==> config.mk <==
export PLATFORM = sky130hd
export DESIGN_NAME = cms_ctrl
export DESIGN_NICKNAME = d
export VERILOG_FILES = /design/src/include/cms_pkg.sv /design/src/hw/cms_sync.sv /design/src/hw/cms_ctrl.sv
export SDC_FILE = /design/constraint.sdc
export NUM_CORES = 1
export LEC_CHECK = 0
export BUFFER_PORTS_ARGS = -buffer_cell sky130_fd_sc_hd__buf_2
export CAP_MARGIN = 20
export CORE_MARGIN = 2
export CORE_UTILIZATION = 54
export DETAILED_ROUTE_END_ITERATION = 8
export PLACE_DENSITY = 0.77
export SETUP_SLACK_MARGIN = 0.05
export SLEW_MARGIN = 20
export SYNTH_ARGS = -nofsm -noshare
export SYNTH_HDL_FRONTEND = slang
export SYNTH_SLANG_ARGS = --single-unit
==> constraint.sdc <==
create_clock -name CLOCK -period 3.1 [get_ports CLOCK]
set_input_delay 0.31 -clock CLOCK [delete_from_list [all_inputs] [get_ports CLOCK]]
set_output_delay 0.31 -clock CLOCK [all_outputs]
set_load 0.1 [all_outputs]
==> src/include/cms_pkg.sv <==
// Purpose: Shared constants for the configuration mode select block
// Assumes: Byte-wide register bus, one clock domain
// Notes:   Register offsets and reset values are local to this block

package cms_pkg;

    // Register bus widths
    localparam int REG_AW = 8;
    localparam int REG_DW = 8;
    localparam int TRIM_W = 3;

    // Register offsets
    localparam logic [7:0] OFS_CTL  = 8'h08;
    localparam logic [7:0] OFS_TRIM = 8'h09;
    localparam logic [7:0] OFS_OUT  = 8'h0A;
    localparam logic [7:0] OFS_STAT = 8'h0B;

    // Control register fields
    localparam int CTL_PWR_UP_BIT = 0;
    localparam int CTL_EDGE_BIT   = 1;
    localparam int CTL_BUS24_BIT  = 2;
    localparam int CTL_DIFF_BIT   = 3;
    localparam int CTL_DESKEW_BIT = 4;
    localparam int CTL_USED_W     = 5;

    // Output and status register fields
    localparam int OUT_PROG_BIT    = 0;
    localparam int STAT_HOT_PLUG_DETECT_IN_BIT  = 0;
    localparam int STAT_RXSNS_BIT  = 1;

    // Reset values: power-up bit clear means powered down
    localparam logic [7:0]        CTL_RST  = 8'h00;
    localparam logic [TRIM_W-1:0] TRIM_RST = 3'h4;
    localparam logic [7:0]        OUT_RST  = 8'h00;

    // Positions inside the synchronised pin vector
    localparam int PIN_EDGE  = 0;
    localparam int PIN_BUS_WIDTH_SELECT  = 1;
    localparam int PIN_CLOCK_MODE_SELECT  = 2;
    localparam int PIN_PDN   = 3;
    localparam int PIN_DESKEW_ENABLE_PIN  = 4;
    localparam int PIN_TRIM  = 5;
    localparam int PIN_VREFL = 8;
    localparam int PIN_RXDET = 9;
    localparam int PIN_W     = 10;

    // Serial slave states
    typedef enum logic [6:0] {
        SER_IDLE = 7'b000_0001,
        SER_ADDR = 7'b000_0010,
        SER_ACK  = 7'b000_0100,
        SER_SUB  = 7'b000_1000,
        SER_DATA = 7'b001_0000,
        SER_READ = 7'b010_0000,
        SER_RACK = 7'b100_0000
    } cms_ser_state_t;

endpackage

==> src/hw/cms_sync.sv <==
// Purpose: Two-flop synchroniser for a vector of slow levels
// Assumes: Each bit is an independent level
// Notes:   Bits of a field may settle one cycle apart

`timescale 1ns/1ps

module cms_sync #(
    parameter int WIDTH = 1
) (
    input  wire logic             clk,
    input  wire logic             rst_n,
    input  wire logic [WIDTH-1:0] d,
    output logic      [WIDTH-1:0] q
);

    logic [WIDTH-1:0] meta_r;

    if (WIDTH < 1) begin : g_chk
        $error("cms_sync WIDTH must be at least 1");
    end

    always_ff @(posedge clk or negedge rst_n) begin
        if (!rst_n) begin
            meta_r <= '0;
            q      <= '0;
        end else begin
            meta_r <= d;
            q      <= meta_r;
        end
    end

endmodule // cms_sync

==> src/hw/cms_ctrl.sv <==
// Purpose: Selects pin-strap or serial-register configuration for the transmitter
// Assumes: CLOCK is the input pixel clock; pins are slow levels
// Notes:   Serial logic is held reset while INTERFACE_SELECT is low
//
// Function
// - Select low: serial interface off, configuration from strap pins.
// - Select high: serial interface on, configuration from registers with defaults.
// - Select low asynchronously resets serial logic, no clock needed.
// - Select low then high resets state machine and reloads all defaults.
// - Pin mode: edge pin high latches on rising, low on falling.
// - Latch edge choice same for single-ended and differential clock.
// - Serial mode: edge pin becomes hot-plug detect input, monitored.
// - Pin mode: clock-mode, bus-width, reference level choose clock input style.
// - Serial mode: clock-mode pin is serial data, open-drain only.
// - Pin mode: monitor sense high when powered receiver detected, else low.
// - Serial mode: monitor sense follows host-programmed value.
// - Monitor sense output is open-drain in both modes.
// - Pin mode: power-down pin high normal, low power-down.
// - Power-down keeps only I/O buffers and serial interface active.
// - Serial mode: power-down from register, pin ignored.
// - Power-down register resets to powered-down on every serial reset.
// - Pin mode: bus-width pin high 24-bit single edge, low 12-bit dual.
// - Pin mode: deskew pin high uses trim pins, low default trim.

`timescale 1ns/1ps

module cms_ctrl
    import cms_pkg::*;
#(
    parameter logic [6:0] DEV_ADDR    = 7'h38,
    parameter int         TRIM_WIDTH  = cms_pkg::TRIM_W
) (
    input  wire logic                        CLOCK,
    input  wire logic                        RESET_N,
    input  wire logic                        INTERFACE_SELECT,
    input  wire logic                        LATCH_EDGE_HOT_PLUG,
    input  wire logic                        BUS_WIDTH_SCL,
    input  wire logic                        CLOCK_MODE_SDA_I,
    output logic                             CLOCK_MODE_SDA_O,
    output logic                             CLOCK_MODE_SDA_OE,
    input  wire logic                        POWER_DOWN_N,
    input  wire logic                        DESKEW_ENABLE_PIN,
    input  wire logic [cms_pkg::TRIM_W-1:0]  DESKEW_TRIM_PINS,
    input  wire logic                        VREF_LOW_SWING,
    input  wire logic                        RECEIVER_DETECT,
    output logic                             MONITOR_SENSE_OUT_O,
    output logic                             MONITOR_SENSE_OUT_OE,
    input  wire logic [cms_pkg::REG_AW-1:0]  REG_ADDR,
    input  wire logic [cms_pkg::REG_DW-1:0]  REG_WDATA,
    input  wire logic                        REG_WR,
    input  wire logic                        REG_RD,
    output logic      [cms_pkg::REG_DW-1:0]  REG_RDATA,
    output logic                             CFG_LATCH_RISING,
    output logic                             CFG_BUS_24BIT,
    output logic                             CFG_CLOCK_DIFF,
    output logic                             CFG_DESKEW_EN,
    output logic      [cms_pkg::TRIM_W-1:0]  CFG_DESKEW_TRIM,
    output logic                             CORE_ENABLE,
    output logic                             HOT_PLUG_DETECTED,
    output logic                             SERIAL_ACTIVE
);
    import cms_pkg::*;

    if (TRIM_WIDTH != TRIM_W) begin : g_chk
        $error("cms_ctrl TRIM_WIDTH must match the trim field");
    end

    logic                 ser_rst_n;
    assign ser_rst_n = RESET_N & INTERFACE_SELECT;

    logic [PIN_W-1:0]     pins_raw;
    logic [PIN_W-1:0]     pins_s;
    logic [1:0]           bus_s;
    logic                 interface_select_s;

    logic                 scl_q;
    logic                 sda_q;
    logic                 scl_rise;
    logic                 scl_fall;
    logic                 start_det;
    logic                 stop_det;

    cms_ser_state_t       st_r;
    cms_ser_state_t       ack_next_r;
    logic [2:0]           bitcnt_r;
    logic [7:0]           shift_r;
    logic [7:0]           tx_r;
    logic [7:0]           sub_r;
    logic                 nack_r;
    logic                 sda_drive_r;
    logic                 addr_bit_r;
    logic [7:0]           rd_sub;

    logic [7:0]           ctl_r;
    logic [TRIM_W-1:0]    trim_r;
    logic [7:0]           out_r;

    logic                 ser_wr;
    logic                 wr_en;
    logic [7:0]           wr_addr;
    logic [7:0]           wr_data;

    logic                 pin_diff;

    function automatic logic [7:0] rd_byte(input logic [7:0] a);
        logic [7:0] v;
        v = 8'h00;
        unique case (a)
            OFS_CTL:  v = {{(8 - CTL_USED_W){1'b0}}, ctl_r[CTL_USED_W-1:0]};
            OFS_TRIM: v = {{(8 - TRIM_W){1'b0}}, trim_r};
            OFS_OUT:  v = {7'h00, out_r[OUT_PROG_BIT]};
            OFS_STAT: v = {6'h00, pins_s[PIN_RXDET], pins_s[PIN_EDGE]};
            default:  v = 8'h00;
        endcase
        return v;
    endfunction

    always_comb rd_sub = rd_byte(sub_r);

    assign pins_raw = {RECEIVER_DETECT, VREF_LOW_SWING, DESKEW_TRIM_PINS, DESKEW_ENABLE_PIN,
                       POWER_DOWN_N, CLOCK_MODE_SDA_I, BUS_WIDTH_SCL, LATCH_EDGE_HOT_PLUG};

    cms_sync #(.WIDTH(PIN_W)) u_pin_sync (
        .clk   (CLOCK),
        .rst_n (RESET_N),
        .d     (pins_raw),
        .q     (pins_s)
    );

    // Mode select level gets its own pair; the raw level drives the reset and also gates the mode muxes with it
    cms_sync #(.WIDTH(1)) u_sel_sync (
        .clk   (CLOCK),
        .rst_n (RESET_N),
        .d     (INTERFACE_SELECT),
        .q     (interface_select_s)
    );

    assign bus_s = {pins_s[PIN_CLOCK_MODE_SELECT], pins_s[PIN_BUS_WIDTH_SELECT]};

    // Edge history of the synchronised serial lines
    always_ff @(posedge CLOCK or negedge ser_rst_n) begin
        if (!ser_rst_n) begin
            scl_q <= 1'b1;
            sda_q <= 1'b1;
        end else begin
            scl_q <= bus_s[0];
            sda_q <= bus_s[1];
        end
    end

    assign scl_rise  = bus_s[0] & ~scl_q;
    assign scl_fall  = ~bus_s[0] & scl_q;
    assign start_det = bus_s[0] & scl_q & sda_q & ~bus_s[1];
    assign stop_det  = bus_s[0] & scl_q & ~sda_q & bus_s[1];

    // Serial slave state machine, reset by select low
    always_ff @(posedge CLOCK or negedge ser_rst_n) begin
        if (!ser_rst_n) begin
            st_r        <= SER_IDLE;
            ack_next_r  <= SER_SUB;
            bitcnt_r    <= 3'h0;
            shift_r     <= 8'h00;
            tx_r        <= 8'h00;
            sub_r       <= 8'h00;
            nack_r      <= 1'b0;
            sda_drive_r <= 1'b0;
            addr_bit_r  <= 1'b0;
        end else if (start_det) begin
            st_r        <= SER_ADDR;
            bitcnt_r    <= 3'h0;
            sda_drive_r <= 1'b0;
            addr_bit_r  <= 1'b0;
        end else if (stop_det) begin
            st_r        <= SER_IDLE;
            sda_drive_r <= 1'b0;
        end else if (scl_rise) begin
            if (st_r inside {SER_ADDR, SER_SUB, SER_DATA}) begin
                shift_r  <= {shift_r[6:0], bus_s[1]};
                bitcnt_r <= bitcnt_r + 3'h1;
                addr_bit_r <= 1'b1;
            end else if (st_r == SER_READ) begin
                bitcnt_r <= bitcnt_r + 3'h1;
            end else if (st_r == SER_RACK) begin
                nack_r <= bus_s[1];
            end
        end else if (scl_fall) begin
            unique case (st_r)
                SER_IDLE: begin
                    sda_drive_r <= 1'b0;
                end
                SER_ADDR: begin
                    // First fall after a start carries no address bit yet
                    if (bitcnt_r == 3'h0 && addr_bit_r) begin
                        if (shift_r[7:1] == DEV_ADDR) begin
                            sda_drive_r <= 1'b1;
                            st_r        <= SER_ACK;
                            ack_next_r  <= shift_r[0] ? SER_READ : SER_SUB;
                        end else begin
                            st_r <= SER_IDLE;
                        end
                    end
                end
                SER_SUB: begin
                    if (bitcnt_r == 3'h0) begin
                        sub_r       <= shift_r;
                        sda_drive_r <= 1'b1;
                        st_r        <= SER_ACK;
                        ack_next_r  <= SER_DATA;
                    end
                end
                SER_DATA: begin
                    if (bitcnt_r == 3'h0) begin
                        sub_r       <= sub_r + 8'h01;
                        sda_drive_r <= 1'b1;
                        st_r        <= SER_ACK;
                        ack_next_r  <= SER_DATA;
                    end
                end
                SER_ACK: begin
                    bitcnt_r <= 3'h0;
                    if (ack_next_r == SER_READ) begin
                        tx_r        <= rd_sub;
                        sub_r       <= sub_r + 8'h01;
                        sda_drive_r <= ~rd_sub[7];
                    end else begin
                        sda_drive_r <= 1'b0;
                    end
                    st_r <= ack_next_r;
                end
                SER_READ: begin
                    if (bitcnt_r == 3'h0) begin
                        sda_drive_r <= 1'b0;
                        st_r        <= SER_RACK;
                    end else begin
                        tx_r        <= {tx_r[6:0], 1'b0};
                        sda_drive_r <= ~tx_r[6];
                    end
                end
                SER_RACK: begin
                    if (nack_r) begin
                        st_r <= SER_IDLE;
                    end else begin
                        tx_r        <= rd_byte(sub_r);
                        sub_r       <= sub_r + 8'h01;
                        sda_drive_r <= ~rd_sub[7];
                        st_r        <= SER_READ;
                    end
                end
                default: begin
                    st_r        <= SER_IDLE;
                    sda_drive_r <= 1'b0;
                end
            endcase
        end
    end

    // Serial write lands when a data byte completes; it wins over the port
    assign ser_wr  = scl_fall & ~start_det & ~stop_det & (st_r == SER_DATA)
                     & (bitcnt_r == 3'h0);
    assign wr_en   = ser_wr | REG_WR;
    assign wr_addr = ser_wr ? sub_r : REG_ADDR;
    assign wr_data = ser_wr ? shift_r : REG_WDATA;

    // Powered-down default, defaults on every serial reset
    always_ff @(posedge CLOCK or negedge ser_rst_n) begin
        if (!ser_rst_n) begin
            ctl_r <= CTL_RST;
        end else if (wr_en && wr_addr == OFS_CTL) begin
            ctl_r <= wr_data;
        end
    end

    always_ff @(posedge CLOCK or negedge ser_rst_n) begin
        if (!ser_rst_n) begin
            trim_r <= TRIM_RST;
        end else if (wr_en && wr_addr == OFS_TRIM) begin
            trim_r <= wr_data[TRIM_W-1:0];
        end
    end

    always_ff @(posedge CLOCK or negedge ser_rst_n) begin
        if (!ser_rst_n) begin
            out_r <= OUT_RST;
        end else if (wr_en && wr_addr == OFS_OUT) begin
            out_r <= wr_data;
        end
    end

    // Unmapped offsets read zero
    always_ff @(posedge CLOCK or negedge RESET_N) begin
        if (!RESET_N) begin
            REG_RDATA <= 8'h00;
        end else if (REG_RD) begin
            REG_RDATA <= rd_byte(REG_ADDR);
        end else begin
            REG_RDATA <= 8'h00;
        end
    end

    // Differential only with 12-bit bus and low-swing reference
    assign pin_diff = pins_s[PIN_CLOCK_MODE_SELECT] & ~pins_s[PIN_BUS_WIDTH_SELECT] & pins_s[PIN_VREFL];

    // Configuration outputs: pin mode versus serial mode
    always_ff @(posedge CLOCK or negedge RESET_N) begin
        if (!RESET_N) begin
            CFG_LATCH_RISING  <= 1'b0;
            CFG_BUS_24BIT     <= 1'b0;
            CFG_CLOCK_DIFF    <= 1'b0;
            CFG_DESKEW_EN     <= 1'b0;
            CFG_DESKEW_TRIM   <= TRIM_RST;
            CORE_ENABLE       <= 1'b0;
            HOT_PLUG_DETECTED <= 1'b0;
            SERIAL_ACTIVE     <= 1'b0;
        end else if (interface_select_s && INTERFACE_SELECT) begin
            SERIAL_ACTIVE     <= 1'b1;
            CFG_LATCH_RISING  <= ctl_r[CTL_EDGE_BIT];
            CFG_BUS_24BIT     <= ctl_r[CTL_BUS24_BIT];
            CFG_CLOCK_DIFF    <= ctl_r[CTL_DIFF_BIT];
            CFG_DESKEW_EN     <= ctl_r[CTL_DESKEW_BIT];
            CFG_DESKEW_TRIM   <= ctl_r[CTL_DESKEW_BIT] ? trim_r : TRIM_RST;
            CORE_ENABLE       <= ctl_r[CTL_PWR_UP_BIT];
            HOT_PLUG_DETECTED <= pins_s[PIN_EDGE];
        end else begin
            SERIAL_ACTIVE     <= 1'b0;
            // Edge select for both clock styles
            CFG_LATCH_RISING  <= pins_s[PIN_EDGE];
            CFG_BUS_24BIT     <= pins_s[PIN_BUS_WIDTH_SELECT];
            CFG_CLOCK_DIFF    <= pin_diff;
            CFG_DESKEW_EN     <= pins_s[PIN_DESKEW_ENABLE_PIN];
            CFG_DESKEW_TRIM   <= pins_s[PIN_DESKEW_ENABLE_PIN] ? pins_s[PIN_TRIM +: TRIM_W] : TRIM_RST;
            // Power-down strap gates the core only
            CORE_ENABLE       <= pins_s[PIN_PDN];
            HOT_PLUG_DETECTED <= 1'b0;
        end
    end

    // Serial data pin is open-drain, never driven high
    always_ff @(posedge CLOCK or negedge ser_rst_n) begin
        if (!ser_rst_n) begin
            CLOCK_MODE_SDA_O  <= 1'b0;
            CLOCK_MODE_SDA_OE <= 1'b0;
        end else begin
            CLOCK_MODE_SDA_O  <= 1'b0;
            CLOCK_MODE_SDA_OE <= sda_drive_r & ~start_det & ~stop_det;
        end
    end

    always_ff @(posedge CLOCK or negedge RESET_N) begin
        if (!RESET_N) begin
            MONITOR_SENSE_OUT_O  <= 1'b0;
            MONITOR_SENSE_OUT_OE <= 1'b0;
        end else begin
            MONITOR_SENSE_OUT_O <= 1'b0;
            if (interface_select_s && INTERFACE_SELECT) begin
                MONITOR_SENSE_OUT_OE <= ~out_r[OUT_PROG_BIT];
            end else begin
                MONITOR_SENSE_OUT_OE <= ~pins_s[PIN_RXDET];
            end
        end
    end

endmodule // cms_ctrl

# Yosys cells after proc, flatten, opt, wreduce, memory -nomap -nowiden
# Cells that the tools add are included.
[totals] register_bits=96 input_bits=31 wordCells=185
[classes] n_addsub=2 n_eq_ne=37 muxes=62 n_bitwise=30 n_reduce_logical=25
[ops] cell="two-way mux 7 bit" count=13
[ops] cell="equality test 8 x 4 -> 1 bit (second input constant)" count=11
[ops] cell="two-way mux 8 bit" count=6
[ops] cell="case mux 7 bit (6 select lines)" count=1
[ops] cell="case mux 5 bit (4 select lines)" count=2
[ops] cell="two-way mux 3 bit" count=11
[ops] cell="case mux 8 bit (4 select lines)" count=1
[ops] cell="two-way mux 1 bit" count=22
[ops] cell="equality test 7 x 6 -> 1 bit (second input constant)" count=3
[ops] cell="case mux 7 bit (3 select lines)" count=1
[ops] cell="AND reduction 6 bit" count=3
[ops] cell="bitwise AND 1 bit" count=16
[ops] cell="AND reduction 8 bit" count=2
[ops] cell="nonzero test 3 bit" count=5
[ops] cell="case mux 7 bit (2 select lines)" count=1
[ops] cell="two-way mux 6 bit" count=2
[ops] cell="inequality test 4 x 3 -> 1 bit (second input constant)" count=3
[ops] cell="NOT 1 bit" count=12
[ops] cell="inequality test 2 x 1 -> 1 bit (second input constant)" count=5
[ops] cell="AND reduction 9 bit" count=1
[ops] cell="adder 8 x 1 -> 8 bit (second input constant)" count=1
[ops] cell="inequality test 2 bit (second input constant)" count=4
[ops] cell="inequality test 4 x 1 -> 1 bit (second input constant)" count=2
[ops] cell="AND reduction 4 bit" count=2
[ops] cell="other kinds (20)" count=26

# Logic depth before layout (Yosys ltp)
# Gate-level depths: netlist (run 1).
[depth] depth_word=11 ltp_mapped=8 depth_no_buf=7

# Cells and area by module
# A second synthesis (run 1) with hierarchy kept.
[hier_totals] cells_unflattened=394 area_unflattened_um2=4389.2
[modules_own_cells] module="cms_ctrl" n_inst=1 cells_per_inst=372 area_each_um2=3838.7 seq_area_each_um2=1684.1
[modules_own_cells] module="cms_sync at u_pin_sync" n_inst=1 cells_per_inst=20 area_each_um2=500.5 seq_area_each_um2=500.5
[modules_own_cells] module="cms_sync at u_sel_sync" n_inst=1 cells_per_inst=2 area_each_um2=50.0 seq_area_each_um2=50.0

# Worst setup path before layout (run 1)
# Ideal clock, no wire load.
[synth_timing] path_kind="register -> register" from="reg st_r[6]" to="reg shift_r[0]" setup_time_ns=0.125 arrival_time_ns=2.134 t_required_ns=2.975 path_slack_ns=0.841 path_stages_with_launch=6 path_buffers=1 synth_period_minus_slack_ns=2.259 cell_sequence="dfrtp_1 buf_6 or4_4 or3_4 a211oi_4 mux2_2"
[synth_between] elab_chain_len=3 word_cells_on_any_way=5
[synth_lines] item="from (decl)" line_no="cms_ctrl.sv:83" source="cms_ser_state_t st_r;"
[synth_lines] item="from (signal assigned)" line_no="cms_ctrl.sv:228" source="st_r <= ack_next_r;"
[synth_lines] item="equality test 7 x 2 -> 1 bit, or another cell as far along" line_no="cms_ctrl.sv:177" source="if (st_r inside {SER_ADDR, SER_SUB, SER_DATA}) begin"
[synth_lines] item="nonzero test 3 bit *" line_no="cms_ctrl.sv:177"
[synth_lines] item="AND reduction 4 bit (no source line) *"
[synth_lines] item="to (signal assigned)" line_no="cms_ctrl.sv:178" source="shift_r <= {shift_r[6:0], bus_s[1]};"
[synth_lines] item="to (decl)" line_no="cms_ctrl.sv:86" source="logic [7:0] shift_r;"
# Mark *: on every way between the ends. The rest lies on a longest branch, timed or not.
# A chain may end at the register's enable or synchronous reset.

# Worst setup path in the final report (run 1)
[layout_timing] from="reg st_r[5]" to="reg shift_r[3]"
# The elaborated chain is that of the path after synthesis.

==> results of run 1 <==
==> layout by cell type, fill, tap and decap left out, drive strengths merged, types with 9 or more instances in the layout <==
cell type,count
buf,53
dfrtp,83
mux2i,12
ha,11
inv,21
nand3,10
nand2b,9
o21ai,16
nor2,14
clkbuf,9
mux2,31
nand2,40
a31oi,12
and3,12
nor3,9
a21oi,13
==> worst max-delay path, cell delays in order (launching register included) <==
cell and delay (ns):
dfrtp_1 0.56, or4_4 0.63, or3_4 0.39, a211oi_4 0.50
mux2_2 0.40
==> power by group through the flow <==
stage	registers [mW]	clock network, mW	logic [mW]
global placement	1.27	0	0.316
floorplan	1.33	0	0.174
finish	1.25	0.802	0.321
detailed placement	1.28	0	0.322
CTS	1.25	0.822	0.323
global route	1.26	0.866	0.346
==> flip-flops by register name, indices dropped and copies added, names as in the netlist, 3 cells and up <==
name and flops:
sub_r 8, tx_r 7, u_pin_sync.meta_r 10, ctl_r 5, ack_next_r 3, trim_r 3
bitcnt_r 3, st_r 7, CFG_DESKEW_TRIM 3, u_pin_sync.q 10, REG_RDATA 5, shift_r 8
==> logic make-up after synthesis <==
logic type | count (synthesis)
and+or+nand+nor | 139
DFF | 89
buffers and inverters | 39
muxes | 44
other | 1
adders and majority gates | 11
xor gates and xnor gates | 3
AOI/OAI and AO/OA | 71
==> stage by stage <==
stage          power [mW]  cells  worst slack, ns  hold slack (ns)
2_1_floorplan        1.50    401            0.841           0.0144
3_3_place_gp         1.59    535            0.615            0.333
3_5_place_dp         1.60    535            0.542            0.335
4_1_cts              2.40    551            0.522          0.00156
5_1_grt              2.47    551            0.411           0.0142
6_report             2.38    551            0.509          0.00859
==> worst min-delay path by stage <==
stage,start,to,slack (ns),cells past startpoint
after floorplan,RESET_N,CFG_BUS_24BIT,0.01,0
after global placement,u_pin_sync.meta_r[7],u_pin_sync.q[7],0.33,0
after detailed placement,u_pin_sync.meta_r[5],u_pin_sync.q[5],0.33,0
after CTS,RESET_N,u_pin_sync.meta_r[4],0.002,2
after global routing,DESKEW_TRIM_PINS[0],u_pin_sync.meta_r[5],0.01,1
final,RESET_N,u_pin_sync.q[1],0.009,2
==> final cells by class <==
cell class                      instances  area, sq um
Fill cell                             644         2890
Sequential cell                        89         2230
Tap cell                              102          128
Clock inverter                          7         81.3
Clock buffer                            9          124
Inverter                               18         67.6
Multi-Input combinational cell        273         1950
Timing Repair Buffer                   53          288
==> layer usage <==
| metal | GRT usage [%] | vias up | wire [microns] |
|---|---|---|---|
| met5 | 0 | - | 0 |
| met4 | 10.5 | 0 | 222 |
| met3 | 4.90 | 20 | 436 |
| met2 | 36.4 | 106 | 4610 |
| met1 | 30.1 | 1628 | 4220 |
| li1 | - | 1513 | - |
==> impl_metrics.toml, run 1 <==
[run_status]
status = "complete, no violations"

[sta]
relSlewSlack_pct = 53.0
period_minus_slack_ns = 2.59
setup_viol = 0
finClkSkew_ns = 0.0128
final.setup.tns_ns = 0
fmax_mhz = 386
hold_viol_final = 0
grt_setup_unrepaired = "no"
worst_pin_slew_ns = 0.705
drv_slew = 0
fin_crit_sh_pct = 83.6

[yosys]
synth_xor_area_share_pct = 0.604
ys.flop_type = "dfrtp_1"
ys_seq_elements = 89
ys_top_cells_by_area = "dfrtp_1, mux2_2, dfstp_2, nand2_1, ha_1"
synth_most_common_cell = "dfrtp_1"
synth.cell_area_sq_mm = 0.00435
ys_warn_count = 0
postSynthCellCount = 397
synth_simple_gate_area_share_pct = 17.8
synth-seq-area-share_pct = 51.4
synth_mux_area_share_pct = 11.3
yosysTopAreaCell = "dfrtp_1"
synth.distinct_cells = 62
synth_commonest_cells = "dfrtp_1, nand2_1, mux2_2, inv_1"
synth-async-reset-ratio_pct = 100
synth_compound_area_share_pct = 11.5
post_synth.cell_area_avg_sq_um = 11.0
yosysTopAreaCellShare_pct = 47.8
synth_top_family_by_area = "simple AND/OR/NAND/NOR gates"
synth_enable_flop_cells = 0
yosys.area_share.adder_pct = 3.17

[global_route]
overflow = 0
track_usage_pct = 22.9
grt_pass1_wl_mm = 15.4
antenna_found_initial = 0
grt_pass1_vias = 3145
grt_max_degree = 39

[setup_path]
r2r_slack_ns = 0.51
worstSetupEndpointType = "flip-flop"
timing.critical_path.to = "shift_r[3]"
arrival_ns = 2.84
critPathRequiredTime_ns = 3.35
r2r_start = "st_r[5]"
crit_fanout = 16
crit_type = "reg -> reg"
cp-startpoint = "st_r[5]"
reg2reg_depth = 4
start_kind = "flip-flop"
rr_endpoint = "shift_r[3]"

[flow_run]
maxCapViolCount = 0

[cts]
ctsHoldBuffers = 0
worstSkewPairLatency_ns = 0.37
clockBufferDepth = 2
numCtsBuffers = 9
cts_htree_levels = 3
cts_tree = "built"
clk_pin_slew_ns = 0.11
cts_setup_buffers = 0
ctsResizeCount = 0
clock_sinks = 89
cts_root_buffer = "clkbuf_8"

[finish]
final_area_sq_mm = 0.00487
syn2layout_area_growth_pct = 12.1
layout-drive-gt1-share_pct = 26.5
utilization_pct = 62.7
fin_nets = 486
diodes = 0

[floorplan]
fp.coreArea_sq_mm = 0.00777
ioPinCount = 53
design.die.area_sq_mm = 0.00879
start_util_pct = 56.0
die_y_microns = 93.7
num_rows = 32
die_w_microns = 93.7

[placed_design]
gp_congestion = 0.932
io_buffers = 44
placed_area_sq_mm = 0.00467
dpl.hpwl_mm = 6.82

[power_and_ir_drop]
p_leak_nw = 2.30
p_comb_share_pct = 13.5
ir_worst_vdd_uv = 373
pwr-share-clk_pct = 33.7
powerDensity_mw_per_mm2 = 488
seqPwrFrac_pct = 52.7
switching_share_pct = 31.5
p_int_mw = 1.63
p_switching_mw = 0.749

[detailed_routing]
first_pass_iters = 5
vias_per_cell = 5.93
drtIter0Drc = 213
route.antenna.remaining_nets = 0
wire_per_inst_microns = 17.2
vias = 3267
wl_mm = 9.49
drc_errors = 0

[worst_hold_path]
hold_class = "in -> async"
Note: power is estimated with default switching activity, not from simulation.
==> inputs of run 2 (changes only) <==
==> constraint.sdc (replaced) <==
create_clock -name CLOCK -period 2.46 [get_ports CLOCK]
set_input_delay 0.246 -clock CLOCK [delete_from_list [all_inputs] [get_ports CLOCK]]
set_output_delay 0.246 -clock CLOCK [all_outputs]
set_load 0.1 [all_outputs]
==> run 2 against run 1 <==
Effect of this change: non-clock buffer count up 21; first-iteration DRC count up 10%; final cell count up 3.8%; critical path type unchanged; largest power group unchanged.
==> impl_metrics.toml, run 2 (synthesis gave the netlist of run 1 again) <==
[run_status]
status = "complete, no violations"

[setup_path]
cp_cell_sequence = "nor4_2, buf_4, nand3_1, o21ai_0, nand4_1, mux2_2"
rr_endpoint = "ack_next_r[4]"
worstSetupEndpointType = "flip-flop"
max_stage_delay_ns = 0.52
crit_fanout = 9
timing.critical_path.to = "ack_next_r[4]"
reg2reg_depth = 6
cp-startpoint = "st_r[3]"
critPathRequiredTime_ns = 2.72
start_kind = "flip-flop"
r2r_start = "st_r[3]"
critPathSlowestCell = "dfrtp_1"
crit_type = "reg -> reg"
r2r_slack_ns = 0.17
arrival_ns = 2.55

[worst_hold_path]
hp-start = "INTERFACE_SELECT"
hold_class = "in -> reg"
holdPathStages = 1

[finish]
fin_nets = 507
diodes = 0
syn2layout_area_growth_pct = 16.8
final_common_cell = "dfrtp_1"
reg.largest.list = "u_pin_sync.meta_r x10, u_pin_sync.q x10"
layout-drive-gt1-share_pct = 27.9
fillers = 608
mostFrequentLayoutCells = "dfrtp_1, buf_2, nand2_1"

[placed_design]
io_buffers = 44
dpl_worst_slack_ns = 0.139
gp_congestion = 0.903
dpl.hpwl_mm = 7.09

[global_route]
antenna_found_initial = 0
overflow = 0
grt_pass1_vias = 3421
grt-busiest-layer = "met2"
grt_pass1_wl_mm = 17.0
use_met3_pct = 4.49
grt_max_degree = 39
grt_util_met2_pct = 43.0
grt_use_met1_pct = 31.9
track_usage_pct = 25.4

[cts]
cts_tree = "built"
cts_root_buffer = "clkbuf_8"
cts_htree_levels = 3
clockBufferDepth = 2
numCtsBuffers = 9
clock_sinks = 89
worstSkewPairLatency_ns = 0.37
clk_pin_slew_ns = 0.10

[floorplan]
start_util_pct = 56.0
fp.coreArea_sq_mm = 0.00777
num_rows = 32
ioPinCount = 53
die_y_microns = 93.7
design.die.area_sq_mm = 0.00879
die_w_microns = 93.7

[sta]
setup_viol = 0
drv_slew = 0
fin_crit_sh_pct = 93.0
grt_setup_unrepaired = "no"
setup_ws_ns = 0.173
final.setup.tns_ns = 0
worst_pin_slew_ns = 0.689
period_minus_slack_ns = 2.29
fmax_mhz = 437
hold_viol_final = 0
relSlewSlack_pct = 52.8
finClkSkew_ns = 0.0122

[power_and_ir_drop]
p_int_mw = 2.07
powerDensity_mw_per_mm2 = 598
switching_share_pct = 31.8
p_comb_share_pct = 14.3
p_leak_nw = 2.40
p_switching_mw = 0.966
ir_worst_vdd_uv = 497
pwr-share-clk_pct = 33.7
seqPwrFrac_pct = 52.0

[flow_run]
maxCapViolCount = 0

[detailed_routing]
route.antenna.remaining_nets = 0
drtIter0Drc = 235
wl_mm = 10.4
vias_per_cell = 5.90
drc_errors = 0
vias = 3376
first_pass_iters = 5
wire_per_inst_microns = 18.1
==> run 2: changes by cell type in the layout (fill, tap and decap cells not counted) <==
cell and delta:
clkinv_4 -1, mux2i_2 +1, dlygate4sd3_1 +11, mux2i_1 -1
buf_12 +1, and4_1 -1, and4_4 +1, buf_4 +9
inv_8 +1
==> run 2: what timing repair did <==
action	CTS	global route
setup endpoints to repair	0	8
gates resized for setup	0	3
endpoints found under the hold margin	47	0
setup buffers	0	0
hold buffers	11	0
==> run 2: power groups by stage <==
stage | combinational (mW) | clock [mW] | sequential, mW
global placement | 0.408 | 0 | 1.60
CTS | 0.430 | 1.05 | 1.58
detailed placement | 0.413 | 0 | 1.61
floorplan | 0.219 | 0 | 1.68
finish | 0.435 | 1.02 | 1.58
global route | 0.465 | 1.11 | 1.59
==> run 2: area by class of cell <==
type | count | area [sq um] | share of cell area [%]
multi-input combinational | 273 | 1960 | 38.5
clock inverter | 7 | 83.8 | 1.65
tap | 102 | 128 | 2.51
sequential | 89 | 2230 | 44.0
clock buffer | 9 | 124 | 2.44
timing repair buffer | 74 | 485 | 9.56
inverter | 18 | 67.6 | 1.33
==> run 2: critical path, delay by kind of cell, from the launching register on <==
kind            cells  cell delay, ns
flops               1            0.52
buf+inv             1            0.20
compound gates      1            0.31
simple gates        3            0.83
mux                 1            0.34
==> run 2: worst min path at each step <==
stage,to,slack [ns]
floorplan,CFG_BUS_24BIT,-0.05
global placement,u_pin_sync.meta_r[6],0.33
detailed placement,u_pin_sync.meta_r[6],0.33
CTS,u_sel_sync.meta_r,0.02
global route,u_sel_sync.meta_r,0.02
finish,u_sel_sync.meta_r,0.03
==> run 2: per-layer routing <==
metal / share of wire (%) / vias up / wire, microns
li1: - / 1563 / -
met1: 41 / 1667 / 4280
met2: 51 / 126 / 5340
met3: 5.0 / 20 / 520
met4: 2.3 / 0 / 236
met5: 0 / - / 0
==> run 2: stage by stage <==
step | instance area, sq um | util, % | cells | total power, mW | hold WS (ns)
final | 5080 | 65.4 | 572 | 3.04 | 0.0311
after global routing | 5080 | 65.4 | 572 | 3.16 | 0.0232
after CTS | 5070 | 65.3 | 572 | 3.05 | 0.0168
after detailed placement | 4760 | 61.2 | 545 | 2.02 | 0.332
after global placement | 4760 | 61.2 | 545 | 2.01 | 0.329
after floorplan | 4360 | - | 401 | 1.90 | -0.0496
==> inputs of run 3 (changes only) <==
--- a/config.mk
+++ b/config.mk
@@ -8,11 +8,12 @@
 export BUFFER_PORTS_ARGS = -buffer_cell sky130_fd_sc_hd__buf_2
 export CAP_MARGIN = 20
 export CORE_MARGIN = 2
-export CORE_UTILIZATION = 54
+export CORE_UTILIZATION = 45
 export DETAILED_ROUTE_END_ITERATION = 8
-export PLACE_DENSITY = 0.77
+export PLACE_DENSITY = 0.66
 export SETUP_SLACK_MARGIN = 0.05
 export SLEW_MARGIN = 20
 export SYNTH_ARGS = -nofsm -noshare
 export SYNTH_HDL_FRONTEND = slang
+export SYNTH_HIERARCHICAL = 1
 export SYNTH_SLANG_ARGS = --single-unit
==> run 3 against run 2 <==
Effect of this change: highest routed layer unchanged; clock power rose by 6%; design area is 2.2% higher; non-clock buffer count grew 6; utilization down 12 points; synthesized area grew 0.95%; worst hold slack gained 0.040 ns; critical endpoint is now shift_r[7]; power grew 0.19%; final cell count grew 5.6%; via count shrank 1.7%; wire length fell by 4.9%.
==> impl_metrics.toml, run 3 <==
[run_status]
status = "complete, no violations"

[detailed_routing]
drc_errors = 0
vias = 3319
drtIter0Drc = 156
wl_mm = 9.86
wire_per_inst_microns = 16.3
first_pass_iters = 5
route.antenna.remaining_nets = 0
vias_per_cell = 5.50

[global_route]
grt_use_met1_pct = 25.9
grt_max_degree = 39
overflow = 0
grt-busiest-layer = "met2"
track_usage_pct = 19.8
grt_pass1_vias = 3281
use_met3_pct = 4.27
grt_util_met2_pct = 32.2
antenna_found_initial = 0
grt_pass1_wl_mm = 16.0

[cts]
numCtsBuffers = 9
worstSkewPairLatency_ns = 0.36
clock_sinks = 89
cts_tree = "built"
cts_root_buffer = "clkbuf_8"
cts_htree_levels = 3
clk_pin_slew_ns = 0.10
clockBufferDepth = 2
cts_setup_buffers = 0

[setup_path]
worstSetupEndpointType = "flip-flop"
r2r_slack_ns = 0.20
reg2reg_depth = 5
crit_fanout = 9
critPathRequiredTime_ns = 2.71
rr_endpoint = "shift_r[7]"
start_kind = "flip-flop"
crit_type = "reg -> reg"
arrival_ns = 2.51
r2r_start = "st_r[5]"

[sta]
worst_pin_slew_ns = 0.710
setup_viol = 0
fmax_mhz = 442
relSlewSlack_pct = 52.7
finClkSkew_ns = 0.0110
hold_viol_final = 0
period_minus_slack_ns = 2.26
final.setup.tns_ns = 0
drv_slew = 0
grt_setup_unrepaired = "no"
fin_crit_sh_pct = 92.0

[yosys]
synth-seq-area-share_pct = 50.9
yosysTopAreaCellShare_pct = 47.3
ys.flop_type = "dfrtp_1"
synth_commonest_cells = "dfrtp_1, mux2_2, nand2_1, o21ai_0, inv_1"
ys_seq_elements = 89
synth-async-reset-ratio_pct = 100
synth.distinct_cells = 65
synth.cell_area_sq_mm = 0.00439
yosysTopAreaCell = "dfrtp_1"
post_synth.cell_area_avg_sq_um = 11.1
synth_enable_flop_cells = 0
ys_top_cells_by_area = "dfrtp_1, mux2_2, dfstp_2, mux2i_1, ha_1"
synth_most_common_cell = "dfrtp_1"
postSynthCellCount = 394
ys_warn_count = 6

[worst_hold_path]
hp-start = "INTERFACE_SELECT"
whs_endpoint = "u_sel_sync/meta_r"
hold_class = "in -> reg"
holdPathStages = 1

[power_and_ir_drop]
power_mw = 3.04
p_leak_nw = 2.41
powerDensity_mw_per_mm2 = 586
ir_worst_vdd_uv = 341

[floorplan]
num_rows = 36
fp.coreArea_sq_mm = 0.00964
start_util_pct = 45.5
die_y_microns = 103
die_w_microns = 103
design.die.area_sq_mm = 0.0106
ioPinCount = 53

[finish]
final_common_cell = "dfrtp_1"
diodes = 0
fin_nets = 508
mostFrequentLayoutCells = "dfrtp_1, buf_2, mux2_2"
layout-drive-gt1-share_pct = 28.2
syn2layout_area_growth_pct = 18.3
reg.largest.list = "u_pin_sync/meta_r x10, u_pin_sync/q x10"

[placed_design]
gp_congestion = 0.912
io_buffers = 44
dpl.hpwl_mm = 7.21

[flow_run]
maxCapViolCount = 0
-- run 3: power breakdown --
group	total [mW]	switching, mW	internal [mW]
clock	1.08	0.586	0.493
sequential	1.56	0.0433	1.52
combinational	0.404	0.269	0.136
total	3.04	0.898	2.15
-- run 3: through the flow --
step | worst slack (ns) | utilization (%) | std cells | hold slack (ns) | area, sq um
2_1_floorplan | 0.245 | - | 398 | -0.0496 | 4400
3_3_place_gp | 0.242 | 50.5 | 577 | 0.331 | 4860
3_5_place_dp | 0.191 | 50.5 | 577 | 0.334 | 4860
4_1_cts | 0.180 | 53.8 | 604 | 0.0556 | 5190
5_1_grt | 0.0893 | 53.9 | 604 | 0.0471 | 5190
6_report | 0.196 | 53.9 | 604 | 0.0716 | 5190
-- run 3: cell type report --
type	instances	area (sq um)
Multi-Input combinational cell	267	1980
Sequential cell	89	2230
Fill cell	850	4450
Timing Repair Buffer	80	531
Clock inverter	7	87.6
Tap cell	133	166
Clock buffer	9	124
Inverter	19	71.3
-- run 3: critical path: stages, from the launching register on --
cell      delay, ns
dfrtp_1        0.47
or4_4          0.61
or2_4          0.29
a211oi_4       0.28
buf_12         0.17
mux2_2         0.33
-- run 3: repair_timing --
action,in CTS,in global routing
setup endpoints to repair,0,1
hold endpoints to repair,47,0
gates resized for setup,0,1
hold buffers,11,0
-- run 3: cell families after synthesis --
kind of cell | after synthesis | synth area share [%]
AND/OR/NAND/NOR | 110 | 14.4
AO/OA/AOI/OAI | 94 | 15.3
flip-flops | 89 | 50.9
multiplexers | 43 | 10.9
buffers and inverters | 42 | 4.53
adder cells (fa/ha/maj) | 11 | 3.14
XOR/XNOR | 4 | 0.798
other | 1 | 0.0854
-- run 3: worst max path at each step --
stage / slack [ns] / from / to / depth (start not counted)
final: 0.20 / st_r[5] / shift_r[7] / 5
after CTS: 0.18 / st_r[5] / sub_r[2] / 5
after global routing: 0.09 / st_r[5] / ctl_r[3] / 6
after detailed placement: 0.19 / st_r[5] / sub_r[2] / 5
after global placement: 0.24 / st_r[5] / sub_r[2] / 5
after floorplan: 0.25 / st_r[5] / ctl_r[0] / 7
-- run 3: routing by layer --
layer | vias to the layer above | routed length, microns
met2 | 72 | 4850
met3 | 20 | 346
met5 | - | 0
li1 | 1583 | -
met1 | 1644 | 4410
met4 | 0 | 259
